==> src/loadable_counter_cfg.svh <==
// constants for the loadable counter with input holding register
// assumes inclusion by bare name from the package and the design files
`ifndef LOADABLE_COUNTER_CFG_SVH
`define LOADABLE_COUNTER_CFG_SVH

// counter and holding register width and key values
`define CNT_WIDTH 8
`define CNT_ZERO 8'h00
`define CNT_ONE 8'h01
`define CNT_ALL_ONES 8'hFF
`define HOLD_RESET 8'h00

// positions of the pin inputs inside the synchroniser vector
`define SYNC_BITS 24
`define PIN_DATA_LSB 0
`define PIN_DATA_MSB 7
`define PIN_BUS_LSB 8
`define PIN_BUS_MSB 15
`define PIN_REG_CLK 16
`define PIN_CNT_CLK 17
`define PIN_CLR_N 18
`define PIN_LOAD_N 19
`define PIN_EN_N 20
`define PIN_OE 21
`define PIN_OE_N 22
`define PIN_SHARED 23

// synchroniser reset value: active-low controls rest at their inactive level
`define SYNC_RESET 24'h5C0000

`endif

==> src/loadable_counter_pkg.sv <==
// types shared by the loadable counter design files
// assumes the constants header is on the include path
`include "loadable_counter_cfg.svh"

package loadable_counter_pkg;

  // counter and holding register word
  typedef logic [`CNT_WIDTH-1:0] count_t;

  // action taken on the counter in one cycle, in priority order from low
  typedef enum logic [1:0]
  {
    ACT_HOLD = 2'b00,
    ACT_COUNT = 2'b01,
    ACT_LOAD = 2'b10,
    ACT_CLEAR = 2'b11
  } count_action_t;

endpackage

==> src/loadable_counter_with_input_register.sv <==
// 8-bit holding register feeding an 8-bit loadable binary up counter
// assumes all pin inputs are asynchronous to clk and pass the synchroniser first;
// the two pin clocks are slow against clk and are used as sampled edges
//
// Function
// each rising edge of the holding register clock captures the eight data inputs into the holding register.
// the counter advances on rising edges of its own clock, independent of the holding register clock.
// while the load input is low the holding register value is copied into the counter without a clock edge.
// while the clear input is low the counter is forced to zero, above load and count.
// the counter advances on a counter clock edge only while the count enable is low, otherwise it holds.
// an active-low ripple carry output is provided to drive the count enable of a following stage.
// in the shared-pin variant the same pins feed the holding register and drive the counter value when enabled.
// the user raises the holding register clock before the counter clock so that the counter sees settled data.
// ripple carry is low while the counter holds all ones, and an enabled count from all ones wraps to zero.
// the shared pins are driven only while the high enable is high and the low enable is low.
`timescale 1ns/10ps
`include "loadable_counter_cfg.svh"

module loadable_counter_with_input_register (
  input wire logic clk,
  input wire logic reset_n,
  input wire loadable_counter_pkg::count_t data_in,
  input wire loadable_counter_pkg::count_t shared_pins_in,
  output loadable_counter_pkg::count_t shared_pins_out,
  output logic shared_pins_oe,
  input wire logic shared_pin_mode,
  input wire logic holding_register_clock,
  input wire logic counter_clock,
  input wire logic counter_clear_n,
  input wire logic counter_load_n,
  input wire logic count_enable_n,
  input wire logic output_enable,
  input wire logic output_enable_n,
  output loadable_counter_pkg::count_t counter_value,
  output loadable_counter_pkg::count_t holding_value,
  output logic ripple_carry_out_n
);

  import loadable_counter_pkg::*;

  logic [`SYNC_BITS-1:0] pins_raw;
  logic [`SYNC_BITS-1:0] pins_sync;
  count_t data_sync;
  count_t bus_sync;
  logic reg_clk_sync;
  logic cnt_clk_sync;
  logic clear_n_sync;
  logic load_n_sync;
  logic enable_n_sync;
  logic oe_sync;
  logic oe_n_sync;
  logic shared_sync;
  logic reg_clk_prev_reg;
  logic reg_clk_prev_next;
  logic cnt_clk_prev_reg;
  logic cnt_clk_prev_next;
  logic reg_clk_rise;
  logic cnt_clk_rise;
  count_t capture_src;
  count_t hold_reg;
  count_t hold_next;
  count_t count_reg;
  count_t count_next;
  count_action_t action;
  logic carry_n_reg;
  logic carry_n_next;
  logic drive_reg;
  logic drive_next;

  // gather every pin input into one vector for the synchroniser
  assign pins_raw = {shared_pin_mode, output_enable_n, output_enable, count_enable_n,
                     counter_load_n, counter_clear_n, counter_clock, holding_register_clock,
                     shared_pins_in, data_in};

  pin_sync #(
    .WIDTH(`SYNC_BITS),
    .RESET_VAL(`SYNC_RESET)
  ) u_pin_sync (
    .clk(clk),
    .reset_n(reset_n),
    .async_in(pins_raw),
    .sync_out(pins_sync)
  );

  // split the synchronised vector back into named signals
  assign data_sync = pins_sync[`PIN_DATA_MSB:`PIN_DATA_LSB];
  assign bus_sync = pins_sync[`PIN_BUS_MSB:`PIN_BUS_LSB];
  assign reg_clk_sync = pins_sync[`PIN_REG_CLK];
  assign cnt_clk_sync = pins_sync[`PIN_CNT_CLK];
  assign clear_n_sync = pins_sync[`PIN_CLR_N];
  assign load_n_sync = pins_sync[`PIN_LOAD_N];
  assign enable_n_sync = pins_sync[`PIN_EN_N];
  assign oe_sync = pins_sync[`PIN_OE];
  assign oe_n_sync = pins_sync[`PIN_OE_N];
  assign shared_sync = pins_sync[`PIN_SHARED];

  // rising edges of the two pin clocks, seen after synchronisation
  assign reg_clk_rise = reg_clk_sync && !reg_clk_prev_reg;
  assign cnt_clk_rise = cnt_clk_sync && !cnt_clk_prev_reg;

  // in shared-pin mode the pins themselves feed the holding register
  assign capture_src = shared_sync ? bus_sync : data_sync;

  // counter action, clear above load above count
  always_comb
  begin
    if (!clear_n_sync)
    begin
      action = ACT_CLEAR;
    end
    else if (!load_n_sync)
    begin
      action = ACT_LOAD;
    end
    else if (cnt_clk_rise && !enable_n_sync)
    begin
      action = ACT_COUNT;
    end
    else
    begin
      action = ACT_HOLD;
    end
  end

  // next values of edge history, holding register, counter and outputs
  always_comb
  begin
    reg_clk_prev_next = reg_clk_sync;
    cnt_clk_prev_next = cnt_clk_sync;
    hold_next = hold_reg;
    if (reg_clk_rise)
    begin
      hold_next = capture_src;
    end
    case (action)
      ACT_CLEAR: count_next = `CNT_ZERO;
      ACT_LOAD: count_next = hold_reg;
      ACT_COUNT: count_next = count_reg + `CNT_ONE;
      default: count_next = count_reg;
    endcase
    carry_n_next = (count_next != `CNT_ALL_ONES);
    drive_next = shared_sync && oe_sync && !oe_n_sync;
    if (!reset_n)
    begin
      reg_clk_prev_next = 1'b0;
      cnt_clk_prev_next = 1'b0;
      hold_next = `HOLD_RESET;
      count_next = `CNT_ZERO;
      carry_n_next = 1'b1;
      drive_next = 1'b0;
    end
  end

  // register all state
  always_ff @(posedge clk)
  begin
    reg_clk_prev_reg <= reg_clk_prev_next;
    cnt_clk_prev_reg <= cnt_clk_prev_next;
    hold_reg <= hold_next;
    count_reg <= count_next;
    carry_n_reg <= carry_n_next;
    drive_reg <= drive_next;
  end

  // outputs straight from flip-flops
  assign counter_value = count_reg;
  assign holding_value = hold_reg;
  assign ripple_carry_out_n = carry_n_reg;
  assign shared_pins_out = count_reg;
  assign shared_pins_oe = drive_reg;
endmodule // loadable_counter_with_input_register

==> src/pin_sync.sv <==
// two-stage synchroniser for a vector of pin inputs
// assumes every bit is asynchronous to clk; each bit crosses on its own
`timescale 1ns/10ps

module pin_sync #(
  parameter int WIDTH = 1,
  parameter logic [WIDTH-1:0] RESET_VAL = '0
) (
  input wire logic clk,
  input wire logic reset_n,
  input wire logic [WIDTH-1:0] async_in,
  output logic [WIDTH-1:0] sync_out
);

  logic [WIDTH-1:0] stage1_reg;
  logic [WIDTH-1:0] stage1_next;
  logic [WIDTH-1:0] stage2_reg;
  logic [WIDTH-1:0] stage2_next;

  // first stage is read only by the second stage
  always_comb
  begin
    stage1_next = async_in;
    stage2_next = stage1_reg;
    if (!reset_n)
    begin
      stage1_next = RESET_VAL;
      stage2_next = RESET_VAL;
    end
  end

  // register both stages
  always_ff @(posedge clk)
  begin
    stage1_reg <= stage1_next;
    stage2_reg <= stage2_next;
  end

  assign sync_out = stage2_reg;

endmodule // pin_sync

==> config.mk <==
export PLATFORM = sky130hd
export DESIGN_NAME = loadable_counter_with_input_register
export DESIGN_NICKNAME = d
export VERILOG_FILES = /design/src/loadable_counter_pkg.sv /design/src/loadable_counter_with_input_register.sv /design/src/pin_sync.sv
export VERILOG_INCLUDE_DIRS = /design/src /design/src/src
export SDC_FILE = /design/constraint.sdc
export NUM_CORES = 1
export LEC_CHECK = 0
export BUFFER_PORTS_ARGS = -buffer_cell sky130_fd_sc_hd__buf_2
export CORE_AREA = 2 2 81 83
export DETAILED_ROUTE_END_ITERATION = 6
export DIE_AREA = 0 0 83 85
export HOLD_SLACK_MARGIN = 0.03
export PLACE_DENSITY = 0.67
export SLEW_MARGIN = 30
export SYNTH_ARGS = -nofsm -noshare
export SYNTH_HDL_FRONTEND = slang
export SYNTH_SLANG_ARGS = --single-unit
==> constraint.sdc <==
create_clock -name clk -period 3.75 [get_ports clk]
set_input_delay 0.5625 -clock clk [delete_from_list [all_inputs] [get_ports clk]]
set_output_delay 0.5625 -clock clk [all_outputs]
set_load 0.02 [all_outputs]
### Yosys cells after proc, flatten, opt, wreduce, memory -nomap -nowiden

Index checks and enable logic that the tools add are counted.
W data, S select, Z words.

* register bits after elaboration: 68
* input bits: 26
* output and inout bits: 26
* logic and storage cells: 27

* add/subtract/negate cells: 1
* equality and inequality tests: 4
* multiplexer cells: 5
* reductions and logical operators: 9

Operators by type and width (count)
* $pmux W8 S3: 1
* $add A8 B1 Y8 const B: 1
* $mux W8: 1
* $ne A8 B8 Y1 const B: 1
* $logic_and A1 B1 Y1: 5
* $eq A2 B2 Y1 const B: 2
* $logic_not A1 Y1: 4
* $mux W2: 2
* $eq A2 B1 Y1 const B: 1
* $mux W1: 1

### Longest topological paths before layout

Gate-level depths: netlist (run 1).

* depth after elaboration: 9
* depth in mapped cells: 6
* mapped depth without buffers: 6

### Cells and area by module

A second synthesis (run 1) with hierarchy kept.

* cells, all modules: 218
* area total of the unflattened synthesis: 2338.5 um2

Modules (own cells, without submodules)
* pin_sync: instances 1, cells an instance 101, area each 1292.5 um2, seq. area each 960.9 um2
* loadable_counter_with_input_register: instances 1, cells an instance 117, area each 1046.0 um2, seq. area each 400.4 um2

### Least setup slack after synthesis (run 1)

OpenSTA, ideal clock, no wires.

* path type: flip-flop to flip-flop
* from: register count_reg[0], in the netlist counter_value[0]
* to: register carry_n_reg, in the netlist ripple_carry_out_n
* setup time: 0.129 ns
* data arrival time: 1.777 ns
* data required time: 3.621 ns
* setup slack: 1.843 ns
* stages on the path, launching flop included: 7
* buffers on the path: 0
* period minus slack after synthesis: 1.907 ns
* cells stage by stage: dfxtp_1 -> ha_1 -> nand4bb_1 -> or4_1 -> a31oi_1 -> and3_1 -> nand4_1

* cells in the longest elaborated chain, start to end: 3

Ends and longest elaborated chain
* start: declaration: RTL line loadable_counter_with_input_register.sv:62 `count_t count_reg;`
* start signal: assignment: RTL line loadable_counter_with_input_register.sv:160 `count_reg <= count_next;`
* $add A8 B1 Y8 (no source line)
* $pmux W8 S3 (*): RTL line loadable_counter_with_input_register.sv:135 `case (action)`
* $ne A8 B8 Y1 (no source line) (*)
* end signal: assignment: RTL line loadable_counter_with_input_register.sv:161 `carry_n_reg <= carry_n_next;`
* end: declaration: RTL line loadable_counter_with_input_register.sv:65 `logic carry_n_reg;`

Every way passes the cells marked *; elsewhere a longest branch is shown, timed or not.
A chain may end at the register's enable or synchronous reset.

### Final worst setup path (run 1)

Ends and elaborated chain as after synthesis.

==> summary.txt, run 1 <==
Power
  – Clk pwr share: 0.384
  – Leak: 1.27 nW
  – Switching pwr: 0.304 mW
  – Pwr dens: roughly 510 nW/um^2
  – Comb pwr share: 0.063
  – Sequential power share: 0.554
  – Net Sw Frac: 0.218
  – Cell-internal power: 1.09 mW
  – Peak supply drop: a little over 200 uV

Floorplanning
  – Die Area: 7060 um^2
  – Width of the die: 83 um
  – Core Rows: 29
  – Die H: 85 um
  – Core area: 6200 um^2
  – Initial Util: 0.370
  – Io pins: between 50 and 60

STA
  – Final Hold Viols: 0
  – Fmax: approximately 0.5 GHz
  – Final worst slack: 1.75 ns
  – Fin Hold WS: a little over 0.4 ns
  – Setup Skew: between 0.005 and 0.006 ns
  – Fin crit period: 2.00 ns
  – Setup TNS: 0 ns
  – Slew HR: 0.623
  – Worst-margin pin slew: 0.562 ns
  – Setup-failing EPs final: 0
  – Unrepaired setup endpoints after global routing: false
  – Crit share post-route: 0.533
  – Slew Limit Fails: 0

Setup path
  – Setup CP Type: flip-flop to flip-flop
  – Setup crit start kind: flip-flop
  – Worst-path cell chain: ha_1, nand4bb_1, or4_1, a31oi_1, and3_1, nand4_1
  – CP max-delay cell: or4_1
  – Crit Path Max Fanout: 5
  – CP Data Arrival Time: approximately 2.2 ns
  – Required time worst endpoint: between 3 and 4 ns
  – Worst Reg-to-Reg Cells: 6
  – Largest stage delay on the critical path: about 0.56 ns
  – Crit end category: flip-flop

Clock tree
  – Post-CTS repair timing setup buffer count: 0
  – Post-CTS sizing: 0
  – Hold-fix buffers, CTS: 0
  – Longest Clk Path Bufs: 2
  – H-tree levels: 3
  – CTS tree: built
  – Clock sink count: 68
  – Worst-Skew Late Latency: 0.33 ns
  – Clk root buf: clkbuf_8
  – Worst-path clk slew: 0.07 ns
  – Number of CTS-inserted buffers: 9

Synthesis
  – Synth unique cells: 29
  – Syn Nets: 239
  – Synthesized flop and latch total: 68
  – Syn avg cell area: 10.8 um^2
  – Syn Inst Count: 212
  – Cell Area, Synth: 2290 um^2
  – Synth area leaders: dfxtp_1 59%, and2_1 13%, mux2i_1 3.9%, o211a_1 3.5%, buf_4 2.6%
  – Number of synthesis warnings: 0
  – Synth top area share: 0.594
  – Seq/Total Area, Yosys: 0.594
  – Dominant cell type by area after synthesis: dfxtp_1

Global routing
  – Number of global-route vias before repair: 1334
  – Largest net degree at the start of global routing: 68
  – Grt ovf: 0
  – Antenna violations before repair: 0
  – First-pass GRT wire length: 6410 um
  – Tot GR Track Use: 0.117

Placed design
  – DP HPWL: approximately 2600 um
  – Routability cong.: 0.814
  – PortBufs: 51
  – Pre-CTS setup slack: between 1.5 and 2 ns

Final layout
  – Nets: 281
  – Antenna cells: 0
  – Fin util: 0.439
  – Area Growth Syn to Fin: 18.8%
  – # fillers: 621
  – Commonest non-fill, non-tap cells in the layout: 68 x dfxtp_1, 50 x buf_2, 48 x and2_1
  – Layout cells sized above 1: 0.255
  – Commonest non-fill, non-tap cell in the layout: dfxtp_1

Min path
  – Worst hold path class: flip-flop to flip-flop
  – Worst hold stages: 1

Route
  – DR WL/cell: between 10 and 15 um
  – Final wirelength: 3750 um
  – DRT iter0 DRCs: 90
  – DRC: 0
  – Vias per cell: between 4 and 5
  – Vias: 1516
  – Post-route ant nets: 0
  – DR pass1 iterations: 4

Job
  – Maxcap violations: 0

Outcome
  – Outcome: finished clean
-- per-stage QoR --
stage / cell area, um^2 / power, mW / std cells
floorplan: 2290 / 0.848 / 212
global placement: 2540 / 0.875 / 320
detailed placement: 2540 / 0.878 / 320
CTS: 2720 / 1.42 / 336
global route: 2730 / 1.46 / 336
finish: 2730 / 1.40 / 336
-- path summary, 6_finish.rpt --
check / start / slack (ns) / to
worst max-delay path: counter_value[0] / 1.75 / ripple_carry_out_n
worst min-delay path: u_pin_sync.stage1_reg[18] / 0.41 / u_pin_sync.sync_out[18]
worst max register to register: counter_value[0] / 1.75 / ripple_carry_out_n
worst min register to register: u_pin_sync.stage1_reg[18] / 0.41 / u_pin_sync.sync_out[18]
-- final cells by class --
cell class | instances | area, um^2 | area share
Clock buffer | 15 | 176 | 0.0647
Clock inverter | 1 | 5.00 | 0.00184
Inverter | 1 | 3.75 | 0.00138
Multi-Input combinational cell | 123 | 825 | 0.303
Sequential cell | 68 | 1360 | 0.500
Tap cell | 77 | 96.3 | 0.0354
Timing Repair Buffer | 51 | 258 | 0.0946
-- power groups by stage --
stage               sequential (mW)  combinational (mW)  clock, mW
global placement              0.787              0.0874          0
detailed placement            0.789              0.0891          0
finish                        0.772              0.0874      0.535
global route                  0.776              0.0985      0.590
CTS                           0.772              0.0893      0.560
floorplan                     0.792              0.0562          0
-- cells by family after synthesis --
group	count (synthesis)	share of synthesized area
AOI/OAI and AO/OA	28	0.0851
xor gates and xnor gates	3	0.0115
adders and majority gates	1	0.00545
buffers and inverters	21	0.0480
DFF	68	0.594
muxes	9	0.0393
and+or+nand+nor	82	0.217
-- worst max-delay path: cells and delay by family (launching register included) --
| family | cells | cell delay [ns] |
|---|---|---|
| AOI/OAI and AO/OA | 1 | 0.24 |
| adders and majority gates | 1 | 0.18 |
| and+or+nand+nor | 4 | 1.05 |
| DFF | 1 | 0.41 |
-- cells in the mapped netlist --
cell       count
or4_1          3
and2_1        48
dfxtp_1       68
nand2_1       12
clkbuf_1      11
ha_1           1
buf_2          1
o211a_1        8
o21ai_0        8
or3b_1         1
or3_1          1
nand3_1        1
and3_1         2
nand4_1        1
buf_4          8
inv_1          1
nand4bb_1      1
nor2b_1        1
a31oi_1        4
a21oi_1        4
nor4_1         1
nand2b_1       8
xor2_1         1
xnor2_1        2
and2_2         1
mux2i_1        9
o211ai_1       1
o31ai_1        3
and4b_1        1
-- layer usage --
layer	vias up	share of wire	global-route usage
li1	784	-	-
met1	658	0.44	0.150
met3	10	0.067	0.0321
met4	0	0.034	0.0894
met2	64	0.46	0.167
met5	-	0	0
Note: power is estimated with default switching activity, not from simulation.
==> run 2, diff against run 1 <==
PLACE_DENSITY = 0.69   (was 0.67)
clock period = 1.75 ns   (was 3.75 ns; I/O delays follow)
==> summary.txt, run 2 (synthesized netlist as in run 1, its figures left out) <==
Route
  – DR pass1 iterations: 4
  – Final wirelength: slightly below 4000 um
  – DR WL/cell: 11.0 um
  – Vias: 1564
  – DRT iter0 DRCs: 64
  – Post-route ant nets: 0
  – Vias per cell: ~4.5
  – DRC: 0

Power
  – Pwr dens: 1150 nW/um^2
  – Comb pwr share: 0.063
  – Cell-internal power: 2.71 mW
  – Net Sw Frac: 0.205
  – Peak supply drop: between 500 and 600 uV
  – Sequential power share: 0.485
  – Switching pwr: 0.700 mW
  – Clk pwr share: 0.452
  – Leak: 1.37 nW
  – Total power: between 3 and 4 mW

STA
  – Slew Limit Fails: 0
  – Final worst slack: -0.0674 ns
  – Worst-margin pin slew: 0.582 ns
  – Final Hold Viols: 0
  – Setup-failing EPs final: 1
  – Crit share post-route: 1.04
  – Unrepaired setup endpoints after global routing: true
  – Fmax: 0.550 GHz
  – Slew HR: 0.611
  – Fin crit period: 1.82 ns
  – Setup Skew: 0.00560 ns

Setup path
  – Required time worst endpoint: just under 2 ns
  – Setup CP Type: flip-flop to flip-flop
  – Crit Path Max Fanout: 5
  – Worst flop-to-flop path endpoint: ripple_carry_out_n
  – CP Data Arrival Time: 2.02 ns
  – Setup crit start kind: flip-flop
  – Setup crit start: cnt_clk_prev_reg
  – Reg2reg setup slack: -0.07 ns
  – Crit end category: flip-flop
  – CP Capture Point: ripple_carry_out_n
  – Reg2reg start: cnt_clk_prev_reg
  – Worst Reg-to-Reg Cells: 5

Floorplanning
  – Io pins: 52
  – Width of the die: 83 um
  – Die Area: 7060 um^2
  – Die H: about 85 um
  – Core Rows: 29
  – Core area: 6200 um^2
  – Initial Util: 0.370

Placed design
  – DP HPWL: 2550 um
  – PortBufs: 51
  – Routability cong.: 0.837
  – Placed Area: ~2600 um^2
  – Pre-CTS setup slack: -0.0775 ns

Clock tree
  – Clk root buf: clkbuf_8
  – Worst-Skew Late Latency: 0.33 ns
  – Number of CTS-inserted buffers: 9
  – Clock sink count: 68
  – Longest Clk Path Bufs: 2
  – Worst-path clk slew: 0.07 ns
  – H-tree levels: 3
  – CTS tree: built

Final layout
  – Nets: 294
  – Area Growth Syn to Fin: 29.0%
  – Commonest non-fill, non-tap cells in the layout: 65 x dfxtp_1, 51 x buf_2, 48 x and2_1
  – Antenna cells: 0
  – Commonest non-fill, non-tap cell in the layout: dfxtp_1
  – Layout cells sized above 1: 0.338
  – Fin util: 0.477
  – Final instance area: just under 3000 um^2

Global routing
  – Tot GR Track Use: 0.118
  – Grt ovf: 0
  – Number of global-route vias before repair: 1471
  – First-pass GRT wire length: 6460 um
  – Largest net degree at the start of global routing: 43
  – Antenna violations before repair: 0

Min path
  – Worst hold path class: input pin to flip-flop

Outcome
  – Failing checks: negative setup slack
  – Outcome: complete, but fails checks

Job
  – Maxcap violations: 0
run 2: changes by cell type in the layout (fill, tap and decap cells not counted), sizes merged:
cell	change
buf	+13
clkinv	+1
bufinv	+3
clkbuf	-5
clkinvlp	+1
run 2: power groups by stage:
stage | registers, mW | clock network [mW] | logic (mW)
2_1_floorplan | 1.70 | 0 | 0.121
3_3_place_gp | 1.69 | 0 | 0.195
3_5_place_dp | 1.69 | 0 | 0.198
4_1_cts | 1.65 | 1.60 | 0.203
5_1_grt | 1.66 | 1.67 | 0.238
6_report | 1.65 | 1.54 | 0.214
run 2: metal layers:
metal	part of all wire	track usage
met3	0.074	0.0477
met5	0	0
met1	0.45	0.138
met4	0.027	0.0835
met2	0.45	0.177
run 2: layout make-up:
type	instances	area (um^2)
timing repair buffer	64	353
clock inverter	6	111
tap	77	96.3
fill	580	3250
inverter	1	3.75
clock buffer	10	138
sequential	68	1370
multi-input combinational	123	886
run 2: stage by stage:
step / setup TNS (ns) / hold WS [ns] / instances
3_5_place_dp: -0.0775 / 0.394 / 327
5_1_grt: -0.141 / 0.0930 / 349
3_3_place_gp: -0.0218 / 0.392 / 327
2_1_floorplan: -0.0327 / 0.364 / 212
4_1_cts: -0.0329 / 0.0841 / 346
6_report: -0.0674 / 0.108 / 349
run 2: how the worst min path moves through the flow:
stage,from,endpoint,cells past startpoint
global route,counter_load_n,u_pin_sync.stage1_reg[19],2
global placement,u_pin_sync.stage1_reg[22],u_pin_sync.sync_out[22],1
finish,output_enable_n,u_pin_sync.stage1_reg[22],2
floorplan,counter_clear_n,u_pin_sync.stage1_reg[18],1
detailed placement,u_pin_sync.stage1_reg[22],u_pin_sync.sync_out[22],1
CTS,output_enable_n,u_pin_sync.stage1_reg[22],2
run 2: timing repair:
item / in CTS / in global routing
gates cloned: 0 / 0
resized for setup: 1 / 10
setup endpoints to repair: 2 / 2
buffers inserted: 3 / 3
hold buffers: 0 / 0
pin swaps: 5 / 9
run 2: worst max-delay path, cell delays in order (launching register included):
cell and delay (ns):
dfxtp_1 0.31, or3b_4 0.42, or4_4 0.50, a31oi_4 0.19
and3_1 0.17, nand4_1 0.10
==> run 3, diff against run 2 <==
PLACE_DENSITY = 0.67   (was 0.69)
clock period = 2.04 ns   (was 1.75 ns; I/O delays follow)
==> summary.txt, run 3 (synthesized netlist as in run 1, its figures left out) <==
Global routing
  – Antenna violations before repair: 0
  – Largest net degree at the start of global routing: 49
  – Tot GR Track Use: 0.118
  – Grt ovf: 0
  – Number of global-route vias before repair: 1356
  – First-pass GRT wire length: 6330 um

Floorplanning
  – Die Area: approximately 7100 um^2
  – Core Rows: 29
  – Io pins: 52
  – Width of the die: 83 um
  – Core area: around 6200 um^2
  – Die H: about 85 um
  – Initial Util: 0.370

Min path
  – Worst hold path class: input pin to flip-flop
  – Worst hold stages: 2
  – Worst Hold End: u_pin_sync.stage1_reg[20]
  – HP Start: count_enable_n

Final layout
  – Post-Layout Cell Count: approximately 340
  – Layout cells sized above 1: 0.275
  – Area Growth Syn to Fin: 20.9%
  – Commonest non-fill, non-tap cell in the layout: dfxtp_1
  – Nets: approximately 280
  – Antenna cells: 0
  – Final instance area: 2770 um^2
  – Commonest non-fill, non-tap cells in the layout: 68 x dfxtp_1, 51 x buf_2, 48 x and2_1
  – # fillers: 606

Setup path
  – Reg2reg start: u_pin_sync.sync_out[17]
  – Largest stage delay on the critical path: about 0.49 ns
  – Worst-path cell chain: or3b_4, or4_1, a31oi_1, and3_1, nand4_1
  – Crit Path Max Fanout: 7
  – Crit-path leading delay family: simple AND/OR/NAND/NOR gates
  – Crit end category: flip-flop
  – Setup crit start kind: flip-flop
  – Buffers & Inverters on Critical Path: 0
  – Reg2reg setup slack: 0.13 ns
  – Required time worst endpoint: ~2.3 ns
  – CP Data Arrival Time: 2.12 ns
  – Worst flop-to-flop path endpoint: ripple_carry_out_n
  – CP max-delay cell: or4_1
  – Setup CP Type: flip-flop to flip-flop
  – Worst Reg-to-Reg Cells: 5

Power
  – Leak: approximately 1.3 nW
  – Pwr dens: 966 nW/um^2
  – Peak supply drop: 423 uV

STA
  – Setup TNS: 0 ns
  – Crit share post-route: 0.935
  – Slew HR: 0.660
  – Fmax: between 0.5 and 0.6 GHz
  – Worst-margin pin slew: slightly above 0.5 ns
  – Fin Hold WS: around 0.14 ns
  – Final worst slack: between 0.1 and 0.15 ns
  – Setup Skew: 0.00579 ns
  – Final Hold Viols: 0
  – Fin crit period: 1.91 ns
  – Slew Limit Fails: 0
  – Unrepaired setup endpoints after global routing: false
  – Setup-failing EPs final: 0

Clock tree
  – Worst-Skew Late Latency: 0.34 ns
  – H-tree levels: 3
  – Hold-fix buffers, CTS: 0
  – Worst-path clk slew: 0.07 ns
  – CTS tree: built
  – Number of CTS-inserted buffers: 9
  – Clock sink count: 68
  – Longest Clk Path Bufs: 2
  – Clk root buf: clkbuf_8

Route
  – Vias: around 1500
  – Final wirelength: roughly 3700 um
  – DRT iter0 DRCs: 79
  – DR pass1 iterations: 4
  – Vias per cell: approximately 4.6
  – DRC: 0
  – Post-route ant nets: 0
  – DR WL/cell: between 10 and 15 um

Placed design
  – DP HPWL: ~2500 um
  – Placed cell count: 323
  – Routability cong.: 0.818
  – Placed Area: 2560 um^2
  – PortBufs: 51
  – Pre-CTS setup slack: approximately 0.095 ns

Job
  – Maxcap violations: 0

Outcome
  – Outcome: finished clean
[run 3: cell count changes in the layout (fill, tap and decap cells not counted), sizes merged]
cell / delta
buf: -10
bufinv: -2
clkbuf: +2
[run 3: per-stage QoR]
stage | total power [mW] | util
final | 2.68 | 0.447
after global routing | 2.81 | 0.447
after CTS | 2.73 | 0.445
after detailed placement | 1.61 | 0.413
after global placement | 1.61 | 0.413
after floorplan | 1.56 | -
[run 3: area by class of cell]
type | instances | area, um^2 | share of cell area
flip-flops and latches | 68 | 1360 | 0.491
multi-input cells | 123 | 831 | 0.300
repair buffers | 54 | 278 | 0.100
clock buffers | 12 | 155 | 0.0560
well taps | 77 | 96.3 | 0.0347
clock inverters | 4 | 47.5 | 0.0171
inverters | 1 | 3.75 | 0.00135
[run 3: how the worst max path moves through the flow]
stage                            startpoint            endpoint  slack [ns]  depth (start not counted)
CTS                 u_pin_sync.sync_out[17]  ripple_carry_out_n        0.09                          5
detailed placement  u_pin_sync.sync_out[17]  ripple_carry_out_n         0.1                          5
finish              u_pin_sync.sync_out[17]  ripple_carry_out_n        0.13                          5
floorplan                  counter_value[0]  ripple_carry_out_n        0.13                          6
global route        u_pin_sync.sync_out[17]  ripple_carry_out_n        0.04                          5
global placement    u_pin_sync.sync_out[17]  ripple_carry_out_n        0.16                          5
[run 3: worst reg2reg max path: cells and delay by family (launching register included)]
kind            cells  cell delay [ns]
compound gates      1             0.22
flops               1             0.34
simple gates        4             1.22
[run 3: repair_timing]
item | CTS | global route
buffers inserted | 0 | 0
endpoints found under the setup margin | 0 | 1
resized for setup | 0 | 2
hold endpoints to repair | 0 | 0
[run 3: power by group]
part | switching (mW) | internal [mW]
clock | 0.469 | 0.627
sequential | 0.0318 | 1.39
combinational | 0.0828 | 0.0797
total | 0.583 | 2.09
[run 3: metal layers]
layer | track usage | vias to the layer above | wire length [um]
li1 | - | 789 | -
met1 | 0.143 | 697 | 1740
met2 | 0.168 | 51 | 1610
met3 | 0.0370 | 11 | 224
met4 | 0.103 | 0 | 150
met5 | 0 | - | 0
